[src/design/ecdr_regs.svh]
// register offsets, field positions, reset values and timing counts of the divided clock block
//
// Notes on behaviour
// - clock mode code 16 routes the external clock through the divider to the sample clock
// - divider setting is even, at most 8190; external clock is divided by it
// - band register takes 64 for the slow band and 128 for the fast band
// - 8-bit boards: boundary 50.0 MHz for 1-2 channels, 25.0 for 4, 12.5 for 8
// - 12/14/16-bit boards: boundary 50.0, 25.0, 12.5, 6.0 MHz for 1, 2, 4, 8 channels
// - slow band tolerates gaps; the first sample after a gap is marked invalid
// - divided external edges drive the sample clock directly, no re-synthesis
// - termination bit 1 enables 50 Ohm only while the connector is an input
`ifndef ECDR_REGS_SVH
`define ECDR_REGS_SVH

`define ECDR_OFF_DIV       16'h4e48
`define ECDR_OFF_TERM      16'h4e98
`define ECDR_OFF_MODE      16'h4ee8
`define ECDR_OFF_BAND      16'h4f00
`define ECDR_OFF_CMD       16'h4f04
`define ECDR_OFF_STAT      16'h4f08
`define ECDR_OFF_LIMIT     16'h4f0c

`define ECDR_MODE_DIVIDED  32'h00000010
`define ECDR_BAND_SLOW     8'h40
`define ECDR_BAND_FAST     8'h80
`define ECDR_DIV_MAX       8190
`define ECDR_DIV_W         13
`define ECDR_DIV_RST       13'h0002
`define ECDR_MODE_RST      32'h00000000

`define ECDR_CMD_START     0
`define ECDR_CMD_STOP      1
`define ECDR_STAT_RUN      0
`define ECDR_STAT_PRESENT  1
`define ECDR_STAT_ERR_DIV  2
`define ECDR_STAT_ERR_BAND 3
`define ECDR_STAT_ERR_STRT 4
`define ECDR_STAT_GAP      5
`define ECDR_STAT_TERM     6

`define ECDR_LIM_50M0      32'h0000c350
`define ECDR_LIM_25M0      32'h000061a8
`define ECDR_LIM_12M5      32'h000030d4
`define ECDR_LIM_6M0       32'h00001770

`define ECDR_SYS_MHZ       20
`define ECDR_GAP_NS        10000
`define ECDR_GAP_CYC       ((`ECDR_GAP_NS * `ECDR_SYS_MHZ) / 1000)

`endif

[src/design/ecdr_pkg.sv]
// types shared by the divided clock block
`default_nettype none
`include "ecdr_regs.svh"
package ecdr_pkg;
	typedef enum logic [1:0] {
		ECDR_IDLE  = 2'b00,
		ECDR_ARMED = 2'b01,
		ECDR_RUN   = 2'b10
	} ecdr_run_t;

	typedef struct packed {
		logic [`ECDR_DIV_W-1:0] cnt;
		logic                   dclk;
		logic                   tick;
	} ecdr_div_st_t;

	typedef struct packed {
		logic [31:0]            mode;
		logic [`ECDR_DIV_W-1:0] div;
		logic [7:0]             band;
		logic                   term;
		ecdr_run_t              run;
		logic                   ext_prev;
		logic [15:0]            gap_cnt;
		logic                   present;
		logic                   skip;
		logic                   err_div;
		logic                   err_band;
		logic                   err_start;
		logic                   gap_seen;
		logic [31:0]            rdata;
		logic                   sclk;
		logic                   tick;
		logic                   valid;
		logic                   term_en;
		logic                   fast_sel;
		logic                   div_mode;
	} ecdr_top_st_t;
endpackage : ecdr_pkg
`default_nettype wire

[src/design/ecdr_div_if.sv]
// signals between the control logic and the edge divider
`default_nettype none
`include "ecdr_regs.svh"
interface ecdr_div_if;
	logic [`ECDR_DIV_W-1:0] div_val;
	logic                   enable;
	logic                   ext_edge;
	logic                   div_clk;
	logic                   div_tick;

	modport ctl (output div_val, output enable, output ext_edge,
		input div_clk, input div_tick);
	modport dvd (input div_val, input enable, input ext_edge,
		output div_clk, output div_tick);
endinterface : ecdr_div_if
`default_nettype wire

[src/design/ecdr_divider.sv]
// edge counting divider that turns external clock edges into the divided sample clock
`default_nettype none
`include "ecdr_regs.svh"
module ecdr_divider (
	// clock and reset
	input  wire logic sys_clk,
	input  wire logic nrst,
	// control side
	ecdr_div_if.dvd   dif
);
	import ecdr_pkg::*;

	ecdr_div_st_t st_r;
	ecdr_div_st_t st_nxt;
	logic [`ECDR_DIV_W-1:0] half;

	always_comb begin
		st_nxt = st_r;
		st_nxt.tick = 1'b0;
		// half period in external edges; a smaller new setting wraps on the next edge
		half = {1'b0, dif.div_val[`ECDR_DIV_W-1:1]};
		if (!dif.enable) begin
			st_nxt.cnt = '0;
			st_nxt.dclk = 1'b0;
		end else if (dif.ext_edge) begin
			if (`ECDR_DIV_W'(st_r.cnt + `ECDR_DIV_W'(1)) >= half) begin
				st_nxt.cnt = '0;
				st_nxt.dclk = ~st_r.dclk;
				st_nxt.tick = ~st_r.dclk;
			end else begin
				st_nxt.cnt = `ECDR_DIV_W'(st_r.cnt + `ECDR_DIV_W'(1));
			end
		end
	end

	always_ff @(posedge sys_clk or negedge nrst) begin
		if (!nrst) begin
			st_r <= '0;
		end else begin
			st_r <= st_nxt;
		end
	end

	assign dif.div_clk = st_r.dclk;
	assign dif.div_tick = st_r.tick;
endmodule : ecdr_divider
`default_nettype wire

[src/design/ecdr_top.sv]
// divided external sample clock: registers, run control, gap watch and band checks
//
// Chosen here: strobed register access.
`default_nettype none
`include "ecdr_regs.svh"
module ecdr_top #(
	parameter int unsigned DIV_MAX = `ECDR_DIV_MAX,
	parameter int unsigned GAP_CYC = `ECDR_GAP_CYC
) (
	// clock and reset
	input  wire logic        sys_clk,
	input  wire logic        nrst,
	// register port
	input  wire logic [15:0] reg_addr,
	input  wire logic [31:0] reg_wdata,
	input  wire logic        reg_wr,
	input  wire logic        reg_rd,
	output logic      [31:0] reg_rdata,
	// external clock connector and board setup
	input  wire logic        ext_clk_in,
	input  wire logic        clk_out_drive,
	input  wire logic        res_8bit,
	input  wire logic [3:0]  chan_per_module,
	// sample clock side
	output logic             sample_clk,
	output logic             sample_tick,
	output logic             sample_valid,
	// front end controls
	output logic             term_en,
	output logic             band_fast_sel,
	output logic             divided_mode_on
);
	import ecdr_pkg::*;

	ecdr_top_st_t st_r;
	ecdr_top_st_t st_nxt;
	ecdr_div_if   dif ();

	logic        ext_edge;
	logic        wr_div;
	logic        wr_term;
	logic        wr_mode;
	logic        wr_band;
	logic        wr_cmd;
	logic        wr_stat;
	logic        start_cmd;
	logic        stop_cmd;
	logic        in_div_mode;
	logic        present_nxt;
	logic        gap_event;
	logic        running;
	logic [31:0] limit_khz;

	// band boundary in kHz for the present resolution and channels per module
	function automatic logic [31:0] band_limit(input logic r8, input logic [3:0] ch);
		logic [31:0] lim;
		lim = 32'h00000000;
		if (r8) begin
			if (ch == 4'h1 || ch == 4'h2) begin
				lim = `ECDR_LIM_50M0;
			end else if (ch == 4'h4) begin
				lim = `ECDR_LIM_25M0;
			end else if (ch == 4'h8) begin
				lim = `ECDR_LIM_12M5;
			end
		end else begin
			if (ch == 4'h1) begin
				lim = `ECDR_LIM_50M0;
			end else if (ch == 4'h2) begin
				lim = `ECDR_LIM_25M0;
			end else if (ch == 4'h4) begin
				lim = `ECDR_LIM_12M5;
			end else if (ch == 4'h8) begin
				lim = `ECDR_LIM_6M0;
			end
		end
		return lim;
	endfunction : band_limit

	// even, nonzero and not above the limit
	function automatic logic div_ok(input logic [31:0] v, input int unsigned vmax);
		return (v[0] == 1'b0) && (v != 32'h00000000) && (v <= 32'(vmax));
	endfunction : div_ok

	// write decode
	always_comb begin
		wr_div = 1'b0;
		wr_term = 1'b0;
		wr_mode = 1'b0;
		wr_band = 1'b0;
		wr_cmd = 1'b0;
		wr_stat = 1'b0;
		if (reg_wr) begin
			if (reg_addr == `ECDR_OFF_DIV) begin
				wr_div = 1'b1;
			end else if (reg_addr == `ECDR_OFF_TERM) begin
				wr_term = 1'b1;
			end else if (reg_addr == `ECDR_OFF_MODE) begin
				wr_mode = 1'b1;
			end else if (reg_addr == `ECDR_OFF_BAND) begin
				wr_band = 1'b1;
			end else if (reg_addr == `ECDR_OFF_CMD) begin
				wr_cmd = 1'b1;
			end else if (reg_addr == `ECDR_OFF_STAT) begin
				wr_stat = 1'b1;
			end
		end
	end

	// inputs are synchronous, so a previous-value flop is enough for the edge
	assign ext_edge = ext_clk_in & ~st_r.ext_prev;
	assign start_cmd = wr_cmd & reg_wdata[`ECDR_CMD_START];
	assign stop_cmd = wr_cmd & reg_wdata[`ECDR_CMD_STOP];
	assign in_div_mode = (st_r.mode == `ECDR_MODE_DIVIDED);
	assign running = (st_r.run == ECDR_RUN);
	assign limit_khz = band_limit(res_8bit, chan_per_module);

	// the clock counts as present while edges keep arriving within the gap window
	assign present_nxt = ext_edge || (st_r.present && (st_r.gap_cnt < 16'(GAP_CYC - 1)));
	assign gap_event = st_r.present & ~present_nxt;

	always_comb begin
		st_nxt = st_r;
		st_nxt.ext_prev = ext_clk_in;
		st_nxt.rdata = 32'h00000000;

		// register writes
		if (wr_div) begin
			if (div_ok(reg_wdata, DIV_MAX)) begin
				st_nxt.div = reg_wdata[`ECDR_DIV_W-1:0];
			end else begin
				st_nxt.err_div = 1'b1;
			end
		end
		if (wr_term) begin
			st_nxt.term = reg_wdata[0];
		end
		if (wr_mode) begin
			st_nxt.mode = reg_wdata;
		end
		if (wr_band) begin
			if (reg_wdata == {24'h000000, `ECDR_BAND_SLOW} ||
				reg_wdata == {24'h000000, `ECDR_BAND_FAST}) begin
				st_nxt.band = reg_wdata[7:0];
			end else begin
				st_nxt.err_band = 1'b1;
			end
		end

		// gap watch
		if (ext_edge) begin
			st_nxt.gap_cnt = 16'h0000;
		end else if (st_r.gap_cnt != 16'hffff) begin
			st_nxt.gap_cnt = 16'(st_r.gap_cnt + 16'h0001);
		end
		st_nxt.present = present_nxt;

		// sticky flags: clearing by writing one, a fresh event in the same cycle wins
		if (wr_stat) begin
			if (reg_wdata[`ECDR_STAT_ERR_DIV] && !(wr_div && !div_ok(reg_wdata, DIV_MAX))) begin
				st_nxt.err_div = 1'b0;
			end
			if (reg_wdata[`ECDR_STAT_ERR_BAND]) begin
				st_nxt.err_band = 1'b0;
			end
			if (reg_wdata[`ECDR_STAT_ERR_STRT]) begin
				st_nxt.err_start = 1'b0;
			end
			if (reg_wdata[`ECDR_STAT_GAP]) begin
				st_nxt.gap_seen = 1'b0;
			end
		end

		// run control
		case (st_r.run)
			ECDR_IDLE: begin
				if (start_cmd && in_div_mode) begin
					if (st_r.band == `ECDR_BAND_FAST && !st_r.present) begin
						// a fast band start without clock is held until the first edge
						st_nxt.err_start = 1'b1;
						st_nxt.run = ECDR_ARMED;
					end else begin
						st_nxt.run = ECDR_RUN;
					end
					st_nxt.skip = 1'b0;
				end else if (start_cmd) begin
					st_nxt.err_start = 1'b1;
				end
			end
			ECDR_ARMED: begin
				if (stop_cmd || !in_div_mode) begin
					st_nxt.run = ECDR_IDLE;
				end else if (ext_edge) begin
					st_nxt.run = ECDR_RUN;
				end
			end
			ECDR_RUN: begin
				if (stop_cmd || !in_div_mode) begin
					st_nxt.run = ECDR_IDLE;
				end
			end
			default: begin
				st_nxt.run = ECDR_IDLE;
			end
		endcase

		// the sample after a gap is not trusted, in either band
		if (running && dif.div_tick) begin
			st_nxt.skip = 1'b0;
		end
		if (running && gap_event) begin
			st_nxt.skip = 1'b1;
			st_nxt.gap_seen = 1'b1;
		end

		// registered outputs
		st_nxt.sclk = dif.div_clk & running;
		st_nxt.tick = dif.div_tick & running;
		st_nxt.valid = dif.div_tick & running & ~st_r.skip;
		st_nxt.term_en = st_r.term & ~clk_out_drive;
		st_nxt.fast_sel = (st_r.band == `ECDR_BAND_FAST);
		st_nxt.div_mode = in_div_mode;

		// read data stands only in the cycle after the strobe
		if (reg_rd) begin
			if (reg_addr == `ECDR_OFF_DIV) begin
				st_nxt.rdata = {{(32 - `ECDR_DIV_W){1'b0}}, st_r.div};
			end else if (reg_addr == `ECDR_OFF_TERM) begin
				st_nxt.rdata = {31'h00000000, st_r.term};
			end else if (reg_addr == `ECDR_OFF_MODE) begin
				st_nxt.rdata = st_r.mode;
			end else if (reg_addr == `ECDR_OFF_BAND) begin
				st_nxt.rdata = {24'h000000, st_r.band};
			end else if (reg_addr == `ECDR_OFF_STAT) begin
				st_nxt.rdata = {25'h0000000, st_r.term_en, st_r.gap_seen, st_r.err_start,
					st_r.err_band, st_r.err_div, st_r.present, running};
			end else if (reg_addr == `ECDR_OFF_LIMIT) begin
				st_nxt.rdata = limit_khz;
			end
		end
	end

	always_ff @(posedge sys_clk or negedge nrst) begin
		if (!nrst) begin
			st_r <= '0;
			st_r.mode <= `ECDR_MODE_RST;
			st_r.div <= `ECDR_DIV_RST;
			st_r.band <= `ECDR_BAND_SLOW;
			st_r.run <= ECDR_IDLE;
		end else begin
			st_r <= st_nxt;
		end
	end

	// the divider only counts while running in divided mode
	assign dif.div_val = st_r.div;
	assign dif.enable = running & in_div_mode;
	assign dif.ext_edge = ext_edge;

	ecdr_divider u_div (
		.sys_clk (sys_clk),
		.nrst    (nrst),
		.dif     (dif)
	);

	assign reg_rdata = st_r.rdata;
	assign sample_clk = st_r.sclk;
	assign sample_tick = st_r.tick;
	assign sample_valid = st_r.valid;
	assign term_en = st_r.term_en;
	assign band_fast_sel = st_r.fast_sel;
	assign divided_mode_on = st_r.div_mode;
endmodule : ecdr_top
`default_nettype wire

[config.mk]
export PLATFORM = sky130hd
export DESIGN_NAME = ecdr_top
export DESIGN_NICKNAME = d
export VERILOG_FILES = /design/src/design/ecdr_pkg.sv /design/src/design/ecdr_div_if.sv /design/src/design/ecdr_divider.sv /design/src/design/ecdr_top.sv
export VERILOG_INCLUDE_DIRS = /design/src /design/src/design
export SDC_FILE = /design/constraint.sdc
export NUM_CORES = 1
export LEC_CHECK = 0
export ABC_AREA = 1
export BUFFER_PORTS_ARGS = -buffer_cell sky130_fd_sc_hd__buf_2
export CORE_AREA = 4 4 122 124
export CTS_CLUSTER_SIZE = 8
export DETAILED_ROUTE_END_ITERATION = 12
export DIE_AREA = 0 0 126 128
export GPL_TIMING_DRIVEN = 0
export PLACE_DENSITY = 0.72
export SETUP_SLACK_MARGIN = 0.3
export SYNTH_ARGS = -nofsm -noshare
export SYNTH_HDL_FRONTEND = slang
export SYNTH_SLANG_ARGS = --single-unit
[constraint.sdc]
create_clock -name sys_clk -period 2.46 [get_ports sys_clk]
set_clock_uncertainty 0.05 [all_clocks]
set_input_delay 0.123 -clock sys_clk [delete_from_list [all_inputs] [get_ports sys_clk]]
set_output_delay 0.123 -clock sys_clk [all_outputs]
set_load 0.02 [all_outputs]
# == Word-level counts from Yosys, hierarchy flattened ==
# Cells that the tools add are included.
# totals
output_inout_bits,38
ff_bits,132
word_cells,169
# op_classes
mux,73
n_bitwise,15
add_sub_neg,2
reduce_logical,30
n_lt_le_gt_ge,3
n_eq_ne,23
# op_table
cell,count
32-bit two-way mux,8
"16-bit by 15-bit equality test with 1-bit output, second input constant",7
16-bit two-way mux,4
1-bit two-way mux,45
15-bit two-way mux,3
14-bit two-way mux,3
"32-bit by 5-bit equality test with 1-bit output, second input constant",1
"32-bit by 7-bit equality test with 1-bit output, second input constant",1
"32-bit by 8-bit equality test with 1-bit output, second input constant",1
"32-bit by 13-bit <= comparator with 1-bit output, second input constant",1
32-bit nonzero test,1
13-bit two-way mux,2
"16-bit by 1-bit adder with 16-bit output, second input constant",1
"16-bit by 8-bit < comparator with 1-bit output, second input constant",1
"16-bit != test, second input constant",1
"13-bit by 1-bit adder with 13-bit output, second input constant",1
13-bit by 12-bit greater-or-equal comparator with 1-bit output,1
2-bit two-way mux,6
2-bit AND reduction,5
1-bit AND,9
1-bit logical AND,9
"8-bit equality test, second input constant",1
"2-bit != test, second input constant",3
1-bit inverter,6
16 further kinds,25

# == Logic depth before layout (Yosys ltp) ==
# Gate-level depths: netlist of run 1.
# logic_depth
depth_word,13
ltp_mapped,17
depth_no_buf,16

# == Cells and area by module ==
# A second synthesis of run 1 with hierarchy kept.
# unflattened
cells_unflattened,948
area_unflattened_um2,7338.3
# by_module_without_submodules
mod,cells_per_inst,seq_area_each_um2,area_each_um2,n_inst
ecdr_top,774,2930.3,6049.6,1
ecdr_divider,174,375.4,1288.7,1

# == Least setup slack after synthesis of run 1 ==
# Ideal clock, no wire load.
# synth_path
path_type,register to register
start,reg u_div.st_r[2] (netlist bit)
end,reg u_div.st_r[2] (netlist bit)
required_ns,2.345
path_buffers,1
setup_ns,0.065
stages_incl_launch_ff,18
path_slack_ns,-0.088
arrival_time_ns,2.433
path_cell_list,dfrtp_1 ha_1 nand2_1 nor2_2 nand3_1 nor2_1 xor2_1 ha_1 nand2_1 nor2_1 a211oi_1 nor2_1 nor2_2 nand3_2 nor2_2 buf_6 nand3_1 nand2_1
# synth_between
elab_chain_cells,5
# synth_rtl
item,line_no,rtl
"start, declared",ecdr_divider.sv:13,ecdr_div_st_t st_r;
"start signal, assigned",ecdr_divider.sv:40,st_r <= st_nxt;
13-bit by 1-bit adder with 13-bit output (*),"ecdr_divider.sv:26, ecdr_divider.sv:31",
13-bit by 12-bit greater-or-equal comparator with 1-bit output (no line),-,
13-bit two-way mux (*),ecdr_divider.sv:26,if (`ECDR_DIV_W'(st_r.cnt + `ECDR_DIV_W'(1)) >= half) begin
15-bit two-way mux (*),ecdr_divider.sv:25,end else if (dif.ext_edge) begin
14-bit two-way mux (*),ecdr_divider.sv:22,if (!dif.enable) begin
# Mark *: on every way between the ends. The rest lies on a longest branch, timed or not. The select of a mux whose other input is x is not followed.
# A chain may end at the register's enable or synchronous reset.

# == Worst setup path after layout of run 1 ==
# layout_path
start,reg u_div.st_r[3] (netlist bit)
end,reg u_div.st_r[8] (netlist bit)
# The elaborated chain is that of the path after synthesis.

==> flow_summary.json, run 1 <==
{
  "cp_top_family": "simple AND/OR/NAND/NOR gates",
  "path_class": "flop to flop",
  "htree_levels": 4,
  "cellLeakagePower_nw": 4.667,
  "synth_top_area_frac": 0.4581,
  "holdPathEnd": "dif.div_val[6]$_DFFE_PN0P_",
  "r2r_cells": 15,
  "wl_um": 18250,
  "relSlewSlack": 0.4059,
  "maxSlewViolCount": 0,
  "synth_area_leaders": "dfrtp_1, nand2_1, inv_1, nor2_1, buf_4",
  "finalSetupViolCount": 14,
  "place_inst": 1173,
  "netlist_area_mm2": 0.007101,
  "diodes": 0,
  "dr.pass1.iters": 6,
  "ys_ff_latch": 132,
  "multiInputGateArea_mm2": 0.003089,
  "synth_fp_nets": 970,
  "clk_root_buffer_cell": "clkbuf_16",
  "avgSynthCellArea_um2": 7.916,
  "ys_types": 43,
  "wl_per_cell_um": 14.57,
  "grt_pass1_vias": 6160,
  "cts_tree": "built",
  "grt_usage": 0.2326,
  "nets": 1133,
  "die_x_um": 126,
  "setup_slack_ns": -0.2809,
  "crit_path_frequent_cell": "nor2_4",
  "r2r_slack_ns": -0.28,
  "initial_core_util": 0.5155,
  "io_buffers": 95,
  "drc": 0,
  "min_path_type": "input port to flop",
  "post_drt_via_cell_ratio": 5.147,
  "syn2layout_area_growth_pct": 27.31,
  "ir_worst_vdd_uv": 329.2,
  "io-pin-count": 97,
  "drive_gt1_frac": 0.2451,
  "fmaxAchievable_ghz": 0.3648,
  "rsz0062_at_grt": "true",
  "layout_common_cells": "nand2_1, inv_1, dfrtp_1",
  "grt_pass1_wl_um": 29950,
  "grt_antenna_before_repair": 0,
  "slowest_delay_ns": 0.39,
  "holdCritStartpoint": "reg_wdata[6]",
  "power_density_mw_per_mm2": 547.8,
  "synth_edf_count": 0,
  "final_common_cell": "nand2_1",
  "grt_max_degree": 69,
  "place_hpwl_um": 12900,
  "place.gp.congestion": 0.9630,
  "slowest_stage": "dfrtp_1",
  "holdPathStages": 3,
  "insertion_delay_ns": 0.42,
  "fin_cells": 1253,
  "maxCapViolations": 0,
  "cts_sinks": 132,
  "cp_data_required_time_ns": 2.76,
  "yosys_warnings": 0,
  "end_kind": "flop",
  "num_rows": 43,
  "hold_viol": 0,
  "dpl-instance-area_mm2": 0.007855,
  "cts_buffers": 17,
  "start_kind": "flop",
  "reg2reg_from": "u_div.st_r[3]$_DFFE_PN0P_",
  "r2r-end": "u_div.st_r[8]$_DFFE_PN0P_",
  "die_h_um": 128,
  "synth_cells": 897,
  "cp_cell_sequence": "ha_2 -> nand2_2 -> nor2_4 -> nand3_4 -> nor3_4 -> xor2_2 -> ha_1 -> a21oi_1 -> o211ai_1 -> nor2_2 -> nand3_2 -> nor2_4 -> buf_6 -> nand3_1 -> nand2_1",
  "total_power_mw": 4.953,
  "postRouteAntennaNets": 0,
  "drt_iter0_drc": 663,
  "path_buf_inv": 1,
  "path_clk_slew_ns": 0.06,
  "dieArea_mm2": 0.01613,
  "synthFlopType": "dfrtp_1",
  "final_area_mm2": 0.009040,
  "floorplan.core_area_mm2": 0.01377,
  "clockBufferDepth": 2,
  "async_reset_ff_frac": 1.000,
  "period_needed_ns": 2.741,
  "whs_ns": 0.02358,
  "grt-ovfl-total": 0,
  "fill_cells": 1167,
  "vias": 6449,
  "violations": "negative setup slack",
  "post-route-util": 0.6563,
  "status": "finished, violations left",
  "period_share": 1.114,
  "ys_seq_area_frac": 0.4656,
  "yosysTopAreaCell": "dfrtp_1",
  "cp.arrival_ns": 3.04,
  "regArea_mm2": 0.003309,
  "worstPathMaxFanout": 5,
  "tightest_slew_ns": 0.8878
}
area by class of cell:
cell class              count  area share
plain buffers              50     0.03848
clock buffers              18     0.04858
clock inverters            14     0.01439
inverters                 143     0.05952
multi-input cells         572      0.3417
flip-flops and latches    132      0.3661
well taps                 180     0.02491
repair buffers            144      0.1063
worst max-delay path by stage:
| stage | to | from | slack (ns) | cells after the start |
|---|---|---|---|---|
| after detailed placement | u_div.st_r[3]$_DFFE_PN0P_ | u_div.st_r[2]$_DFFE_PN0P_ | -0.45 | 17 |
| after global routing | u_div.st_r[8]$_DFFE_PN0P_ | u_div.st_r[3]$_DFFE_PN0P_ | -0.45 | 15 |
| final | u_div.st_r[8]$_DFFE_PN0P_ | u_div.st_r[3]$_DFFE_PN0P_ | -0.28 | 15 |
| after CTS | u_div.st_r[10]$_DFFE_PN0P_ | u_div.st_r[3]$_DFFE_PN0P_ | -0.29 | 17 |
| after global placement | u_div.st_r[5]$_DFFE_PN0P_ | nrst | -0.58 | 1 |
| after floorplan | u_div.st_r[2]$_DFFE_PN0P_ | u_div.st_r[2]$_DFFE_PN0P_ | -0.0007 | 17 |
report_power, final:
| part | internal [mW] | total [mW] | switching, mW |
|---|---|---|---|
| clock network | 1.36 | 2.43 | 1.06 |
| registers | 2.20 | 2.22 | 0.0190 |
| logic | 0.120 | 0.308 | 0.189 |
| total | 3.68 | 4.95 | 1.27 |
registers in the layout, indices dropped and copies added, names as in the netlist, 13 cells and up:
signal / cells
dif.div_val: 13
reg_rdata: 32
u_div.st_r: 13
st_r: 66
through the flow:
| step | setup TNS, ns | setup WS, ns |
|---|---|---|
| final | -3.351 | -0.2809 |
| after global placement | -78.45 | -0.5794 |
| after global routing | -5.806 | -0.4485 |
| after floorplan | -0.001455 | -0.0007276 |
| after detailed placement | -5.349 | -0.4456 |
| after CTS | -3.456 | -0.2933 |
layer usage:
layer	track usage	wire length (um)	up-vias
met5	0	0	-
met4	0.06751	268	0
met3	0.05583	1344	25
met2	0.3612	8555	249
met1	0.3276	8084	2980
li1	-	-	3195
what timing repair did:
item,4_1_cts,5_1_grt
hold buffers,32,0
pin swaps,13,19
setup endpoints to repair,14,17
gates cloned,1,0
buffers inserted,9,6
endpoints found under the hold margin,107,0
gates resized for setup,13,22
worst reg2reg max path, cell delays in order (launching register included):
cell and delay, ns:
dfrtp_1 0.39, ha_2 0.21, nand2_2 0.07, nor2_4 0.14, nand3_4 0.13, nor3_4 0.18
xor2_2 0.22, ha_1 0.29, a21oi_1 0.15, o211ai_1 0.10, nor2_2 0.16, nand3_2 0.12
nor2_4 0.15, buf_6 0.15, nand3_1 0.08, nand2_1 0.08
cells in the mapped netlist, drive strengths merged (2+ instances only):
cell	count
nor2	102
nor3	27
inv	142
dfrtp	130
nor4	5
nand3	50
a31oi	4
a21oi	33
o21ai	83
or2	3
dfstp	2
o221ai	2
nand4	33
xor2	7
o211ai	3
xnor2	4
ha	14
nand2	189
buf	42
o211a	2
a211oi	3
nor3b	2
clkbuf	8
kinds of logic after synthesis:
group | Yosys count | synth area share
buf+inv | 193 | 0.1248
xor+xnor | 11 | 0.01357
flops | 132 | 0.4656
fa+ha+maj | 14 | 0.02467
simple gates | 412 | 0.2629
compound gates | 135 | 0.1085
Note: power is estimated with default switching activity, not from simulation.
==> run 2: changes to the inputs <==
==> constraint.sdc (replaced) <==
create_clock -name sys_clk -period 2.46 [get_ports sys_clk]
set_clock_uncertainty 0.05 [all_clocks]
set_input_delay 0.492 -clock sys_clk [delete_from_list [all_inputs] [get_ports sys_clk]]
set_output_delay 0.492 -clock sys_clk [all_outputs]
set_load 0.02 [all_outputs]
==> flow_summary.json, run 2 (synthesis gave the netlist of run 1 again) <==
{
  "slowest_stage": "dfrtp_1",
  "cp_top_family": "simple AND/OR/NAND/NOR gates",
  "r2r_cells": 15,
  "relSlewSlack": 0.4046,
  "dr.pass1.iters": 5,
  "multiInputGateArea_mm2": 0.003114,
  "worstPathMaxFanout": 5,
  "rsz0062_at_grt": "true",
  "postRouteAntennaNets": 0,
  "num_rows": 43,
  "maxCapViolations": 0,
  "place.gp.congestion": 0.9630,
  "grt_antenna_before_repair": 0,
  "tightest_slew_ns": 0.8898,
  "place_hpwl_um": 12900,
  "cp_cell_sequence": "ha_2 -> nand2_2 -> nor2_4 -> nand3_4 -> nor3_4 -> xor2_2 -> ha_1 -> a21oi_1 -> o211ai_1 -> nor2_2 -> nand3_2 -> nor2_4 -> buf_6 -> nand3_1 -> nand2_1",
  "drt_iter0_drc": 700,
  "syn2layout_area_growth_pct": 23.42,
  "status": "finished, violations left",
  "period_share": 1.116,
  "clk_root_buffer_cell": "clkbuf_16",
  "r2r_slack_ns": -0.29,
  "insertion_delay_ns": 0.42,
  "end_kind": "flop",
  "clockBufferDepth": 2,
  "cts_tree": "built",
  "post_drt_via_cell_ratio": 5.198,
  "initial_core_util": 0.5155,
  "largest_reg_flops": 66,
  "dpl-instance-area_mm2": 0.007855,
  "grt_usage": 0.2262,
  "crit_cells": 15,
  "period_needed_ns": 2.746,
  "fill_cells": 1208,
  "grt_pass1_wl_um": 29130,
  "power_density_mw_per_mm2": 561.4,
  "die_x_um": 126,
  "violations": "negative setup slack",
  "drive_gt1_frac": 0.2555,
  "ctsHoldBuffers": 0,
  "wl_per_cell_um": 14.61,
  "regMostFlops": "st_r",
  "maxSlewViolCount": 0,
  "grt_pass1_vias": 5957,
  "regArea_mm2": 0.003309,
  "io-pin-count": 97,
  "cp.arrival_ns": 3.05,
  "cts_sinks": 132,
  "reg2reg_from": "u_div.st_r[3]$_DFFE_PN0P_",
  "min_path_type": "input port to async pin",
  "whs_ns": 0.0002064,
  "path_buf_inv": 1,
  "wl_um": 17840,
  "floorplan.core_area_mm2": 0.01377,
  "r2r-end": "u_div.st_r[8]$_DFFE_PN0P_",
  "cp_data_required_time_ns": 2.76,
  "fmaxAchievable_ghz": 0.3642,
  "post-route-util": 0.6363,
  "nets": 1101,
  "io_buffers": 95,
  "tns_ns": -3.428,
  "start_kind": "flop",
  "total_power_mw": 4.920,
  "path_class": "flop to flop",
  "drc": 0,
  "ir_worst_vdd_uv": 329.9,
  "vias": 6347,
  "grt_max_degree": 69,
  "finalSetupViolCount": 14,
  "htree_levels": 4,
  "path_clk_slew_ns": 0.07,
  "crit_path_frequent_cell": "nor2_4",
  "grt-ovfl-total": 0,
  "dieArea_mm2": 0.01613,
  "cellLeakagePower_nw": 4.548,
  "die_h_um": 128,
  "final_common_cell": "nand2_1",
  "layout_common_cells": "nand2_1, inv_1, dfrtp_1",
  "slowest_delay_ns": 0.39,
  "diodes": 0,
  "setup_slack_ns": -0.2858,
  "cts_buffers": 17,
  "final_area_mm2": 0.008763,
  "hold_viol": 0
}
-- run 2: cell count changes in the layout (fill, tap and decap cells not counted), sizes merged --
cell	change
dlygate4sd3	-32
bufinv	+1
clkinv	-1
-- run 2: final cells by class --
type                            count  area share
Sequential cell                   132      0.3776
Multi-Input combinational cell    572      0.3554
Timing Repair Buffer              112     0.07310
Inverter                          143     0.06311
Clock buffer                       18     0.05011
Buffer                             50     0.04012
Tap cell                          180     0.02570
Clock inverter                     14     0.01485
-- run 2: where the power goes --
group | internal [mW] | total [mW] | switching, mW | leakage, nW
clock | 1.36 | 2.43 | 1.07 | 0.277
sequential | 2.20 | 2.22 | 0.0190 | 1.77
combinational | 0.0907 | 0.273 | 0.182 | 2.50
-- run 2: routing by layer --
metal / wire length [um] / up-vias / part of all wire / track usage
met4: 195 / 0 / 0.011 / 0.06057
li1: - / 3131 / - / -
met3: 1347 / 16 / 0.075 / 0.05458
met1: 7965 / 2975 / 0.45 / 0.3238
met2: 8334 / 225 / 0.47 / 0.3477
met5: 0 / - / 0 / 0
-- run 2: what timing repair did --
| action | 4_1_cts | 5_1_grt |
|---|---|---|
| setup endpoints to repair | 14 | 22 |
| setup buffers | 9 | 6 |
| pin swaps | 13 | 23 |
| hold endpoints to repair | 0 | 0 |
| cloned | 1 | 0 |
| gates resized for setup | 13 | 32 |
-- run 2: worst max path at each step --
| stage | start | slack [ns] | to |
|---|---|---|---|
| 3_3_place_gp | nrst | -0.95 | u_div.st_r[5]$_DFFE_PN0P_ |
| 3_5_place_dp | u_div.st_r[2]$_DFFE_PN0P_ | -0.45 | u_div.st_r[3]$_DFFE_PN0P_ |
| 6_report | u_div.st_r[3]$_DFFE_PN0P_ | -0.29 | u_div.st_r[8]$_DFFE_PN0P_ |
| 2_1_floorplan | u_div.st_r[2]$_DFFE_PN0P_ | -0.0007 | u_div.st_r[2]$_DFFE_PN0P_ |
| 4_1_cts | u_div.st_r[3]$_DFFE_PN0P_ | -0.29 | u_div.st_r[10]$_DFFE_PN0P_ |
| 5_1_grt | u_div.st_r[3]$_DFFE_PN0P_ | -0.45 | u_div.st_r[8]$_DFFE_PN0P_ |
-- run 2: worst register-to-register path: cells and delay by family (launching register included) --
| kind | cells | cell delay, ns |
|---|---|---|
| AO/OA/AOI/OAI | 2 | 0.25 |
| XOR/XNOR | 1 | 0.23 |
| adder cells (fa/ha/maj) | 2 | 0.51 |
| buffers and inverters | 1 | 0.15 |
| flip-flops | 1 | 0.39 |
| AND/OR/NAND/NOR | 9 | 1.10 |
-- run 2: stage by stage --
stage / std cells / setup slack [ns]
floorplan: 897 / -0.0007276
global placement: 1172 / -0.9484
detailed placement: 1173 / -0.4456
CTS: 1215 / -0.2933
global route: 1221 / -0.4485
finish: 1221 / -0.2858
==> run 3: changes to the inputs <==
--- a/config.mk
+++ b/config.mk
@@ -8,12 +8,13 @@
 export LEC_CHECK = 0
 export ABC_AREA = 1
 export BUFFER_PORTS_ARGS = -buffer_cell sky130_fd_sc_hd__buf_2
-export CORE_AREA = 4 4 122 124
+export CORE_AREA = 4 4 120 122
+export CTS_BUF_LIST = sky130_fd_sc_hd__clkbuf_2 sky130_fd_sc_hd__clkbuf_4 sky130_fd_sc_hd__clkbuf_8
 export CTS_CLUSTER_SIZE = 8
 export DETAILED_ROUTE_END_ITERATION = 12
-export DIE_AREA = 0 0 126 128
+export DIE_AREA = 0 0 124 126
 export GPL_TIMING_DRIVEN = 0
-export PLACE_DENSITY = 0.72
+export PLACE_DENSITY = 0.75
 export SETUP_SLACK_MARGIN = 0.3
 export SYNTH_ARGS = -nofsm -noshare
 export SYNTH_HDL_FRONTEND = slang
==> flow_summary.json, run 3 (synthesis gave the netlist of run 1 again) <==
{
  "fmaxAchievable_ghz": 0.3753,
  "clk_root_buffer_cell": "clkbuf_8",
  "post_drt_via_cell_ratio": 5.172,
  "diodes": 0,
  "num_rows": 42,
  "cts_tree": "built",
  "syn2layout_area_growth_pct": 20.95,
  "grt_pass1_vias": 5947,
  "path_class": "flop to flop",
  "period_share": 1.083,
  "nets": 1108,
  "maxCapViolations": 0,
  "final_common_cell": "nand2_1",
  "regMostFlops": "st_r",
  "clockBufferDepth": 2,
  "drc": 0,
  "wl_um": 17740,
  "r2r_slack_ns": -0.20,
  "min_path_type": "input port to flop",
  "largest_reg_flops": 66,
  "regArea_mm2": 0.003308,
  "layout_common_cells": "nand2_1, inv_1, dfrtp_1",
  "cts_buffers": 17,
  "multiInputGateArea_mm2": 0.003079,
  "cp.arrival_ns": 3.01,
  "whs_ns": 0.1007,
  "grt-ovfl-total": 0,
  "violations": "negative setup slack",
  "io_buffers": 95,
  "postRouteAntennaNets": 0,
  "place_hpwl_um": 12960,
  "cts_sinks": 132,
  "ir_worst_vdd_uv": 377.4,
  "dieArea_mm2": 0.01562,
  "rsz0062_at_grt": "true",
  "grt_pass1_wl_um": 28590,
  "fill_cells": 1136,
  "power_density_mw_per_mm2": 506.5,
  "period_needed_ns": 2.664,
  "io-pin-count": 97,
  "grt_antenna_before_repair": 0,
  "initial_core_util": 0.5383,
  "drt_iter0_drc": 524,
  "floorplan.core_area_mm2": 0.01319,
  "path_clk_slew_ns": 0.08,
  "wl_per_cell_um": 14.49,
  "grt_max_degree": 91,
  "status": "finished, violations left",
  "insertion_delay_ns": 0.46,
  "dr.pass1.iters": 5,
  "worstPathMaxFanout": 5,
  "die_x_um": 124,
  "vias": 6331,
  "relSlewSlack": 0.5296,
  "hold_viol": 0,
  "place.gp.congestion": 0.9651,
  "end_kind": "flop",
  "tightest_slew_ns": 0.7055,
  "die_h_um": 126,
  "fin_cells": 1224,
  "cellLeakagePower_nw": 4.461,
  "maxSlewViolCount": 0,
  "drive_gt1_frac": 0.2586,
  "setup_slack_ns": -0.2042,
  "cp_data_required_time_ns": 2.81,
  "htree_levels": 4,
  "place_inst": 1169,
  "grt_usage": 0.2352,
  "finalSetupViolCount": 14,
  "start_kind": "flop"
}
==> run 3: changes by cell type in the layout (fill, tap and decap cells not counted), sizes merged <==
cell,change
buf,+6
inv,-8
bufinv,+1
clkinv,+4
clkinvlp,+3
dlygate4sd3,+1
==> run 3: layout make-up <==
class                      count  area share
tap                          176     0.02564
multi-input combinational    572      0.3585
inverter                     143     0.06265
clock inverter                14     0.01807
clock buffer                  18     0.02885
timing repair buffer         119     0.08057
buffer                        50     0.04050
sequential                   132      0.3852
==> run 3: per-stage QoR <==
stage               setup TNS [ns]  instance area [um^2]  power (mW)  setup WS, ns    util
finish                      -2.392                  8588       4.350       -0.2042  0.6511
global route                -4.439                  8588       4.529       -0.3541  0.6511
CTS                         -2.807                  8428       4.364       -0.2376  0.6390
detailed placement          -4.971                  7850       2.524       -0.4091  0.5951
global placement           -119.43                  7816       2.512       -0.8966  0.5926
floorplan                -0.001455                  7121       2.377    -0.0007276       -
==> run 3: worst max-delay path: stages (launching register included) <==
cell	delay, ns
dfrtp_1	0.36
ha_2	0.19
nand2_2	0.07
nor2_4	0.13
nand3_4	0.11
nor2_4	0.14
xor2_2	0.22
ha_4	0.25
nand2_2	0.08
nor2_2	0.05
a211oi_2	0.14
nor2_1	0.07
nor2_2	0.15
nand3_2	0.11
nor2_4	0.17
buf_6	0.15
nand3_2	0.07
nand2_2	0.09
==> run 3: repair_timing <==
action | CTS | global route
cloned | 1 | 0
setup buffers | 16 | 5
endpoints found under the hold margin | 42 | 0
setup endpoints to repair | 14 | 21
hold buffers | 1 | 0
gates resized for setup | 10 | 25
pin swaps | 8 | 18
==> run 3: path summary, 6_finish.rpt <==
check	depth (start not counted)	to	from
setup / recovery	17	u_div.st_r[7]$_DFFE_PN0P_	u_div.st_r[3]$_DFFE_PN0P_
hold / removal	1	st_r[60]$_DFF_PN0_	ext_clk_in
setup reg to reg	17	u_div.st_r[7]$_DFFE_PN0P_	u_div.st_r[3]$_DFFE_PN0P_
hold reg to reg	1	sample_valid$_DFF_PN0_	st_r[42]$_DFFE_PN0P_
max in group asynchronous	3	u_div.st_r[6]$_DFFE_PN0P_	nrst
min in group asynchronous	2	st_r[110]$_DFFE_PN0P_	nrst
==> run 3: metal layers <==
metal | GRT usage | vias to the layer above | share of wire
met4 | 0.08376 | 0 | 0.022
met3 | 0.05695 | 34 | 0.079
met1 | 0.3373 | 2936 | 0.45
li1 | - | 3144 | -
met2 | 0.3484 | 217 | 0.45
met5 | 0 | - | 0
==> run 3: power breakdown <==
part / switching [mW] / internal, mW / total, mW
combinational: 0.182 / 0.0898 / 0.271
sequential: 0.0220 / 2.19 / 2.22
clock: 0.928 / 0.934 / 1.86
total: 1.13 / 3.22 / 4.35
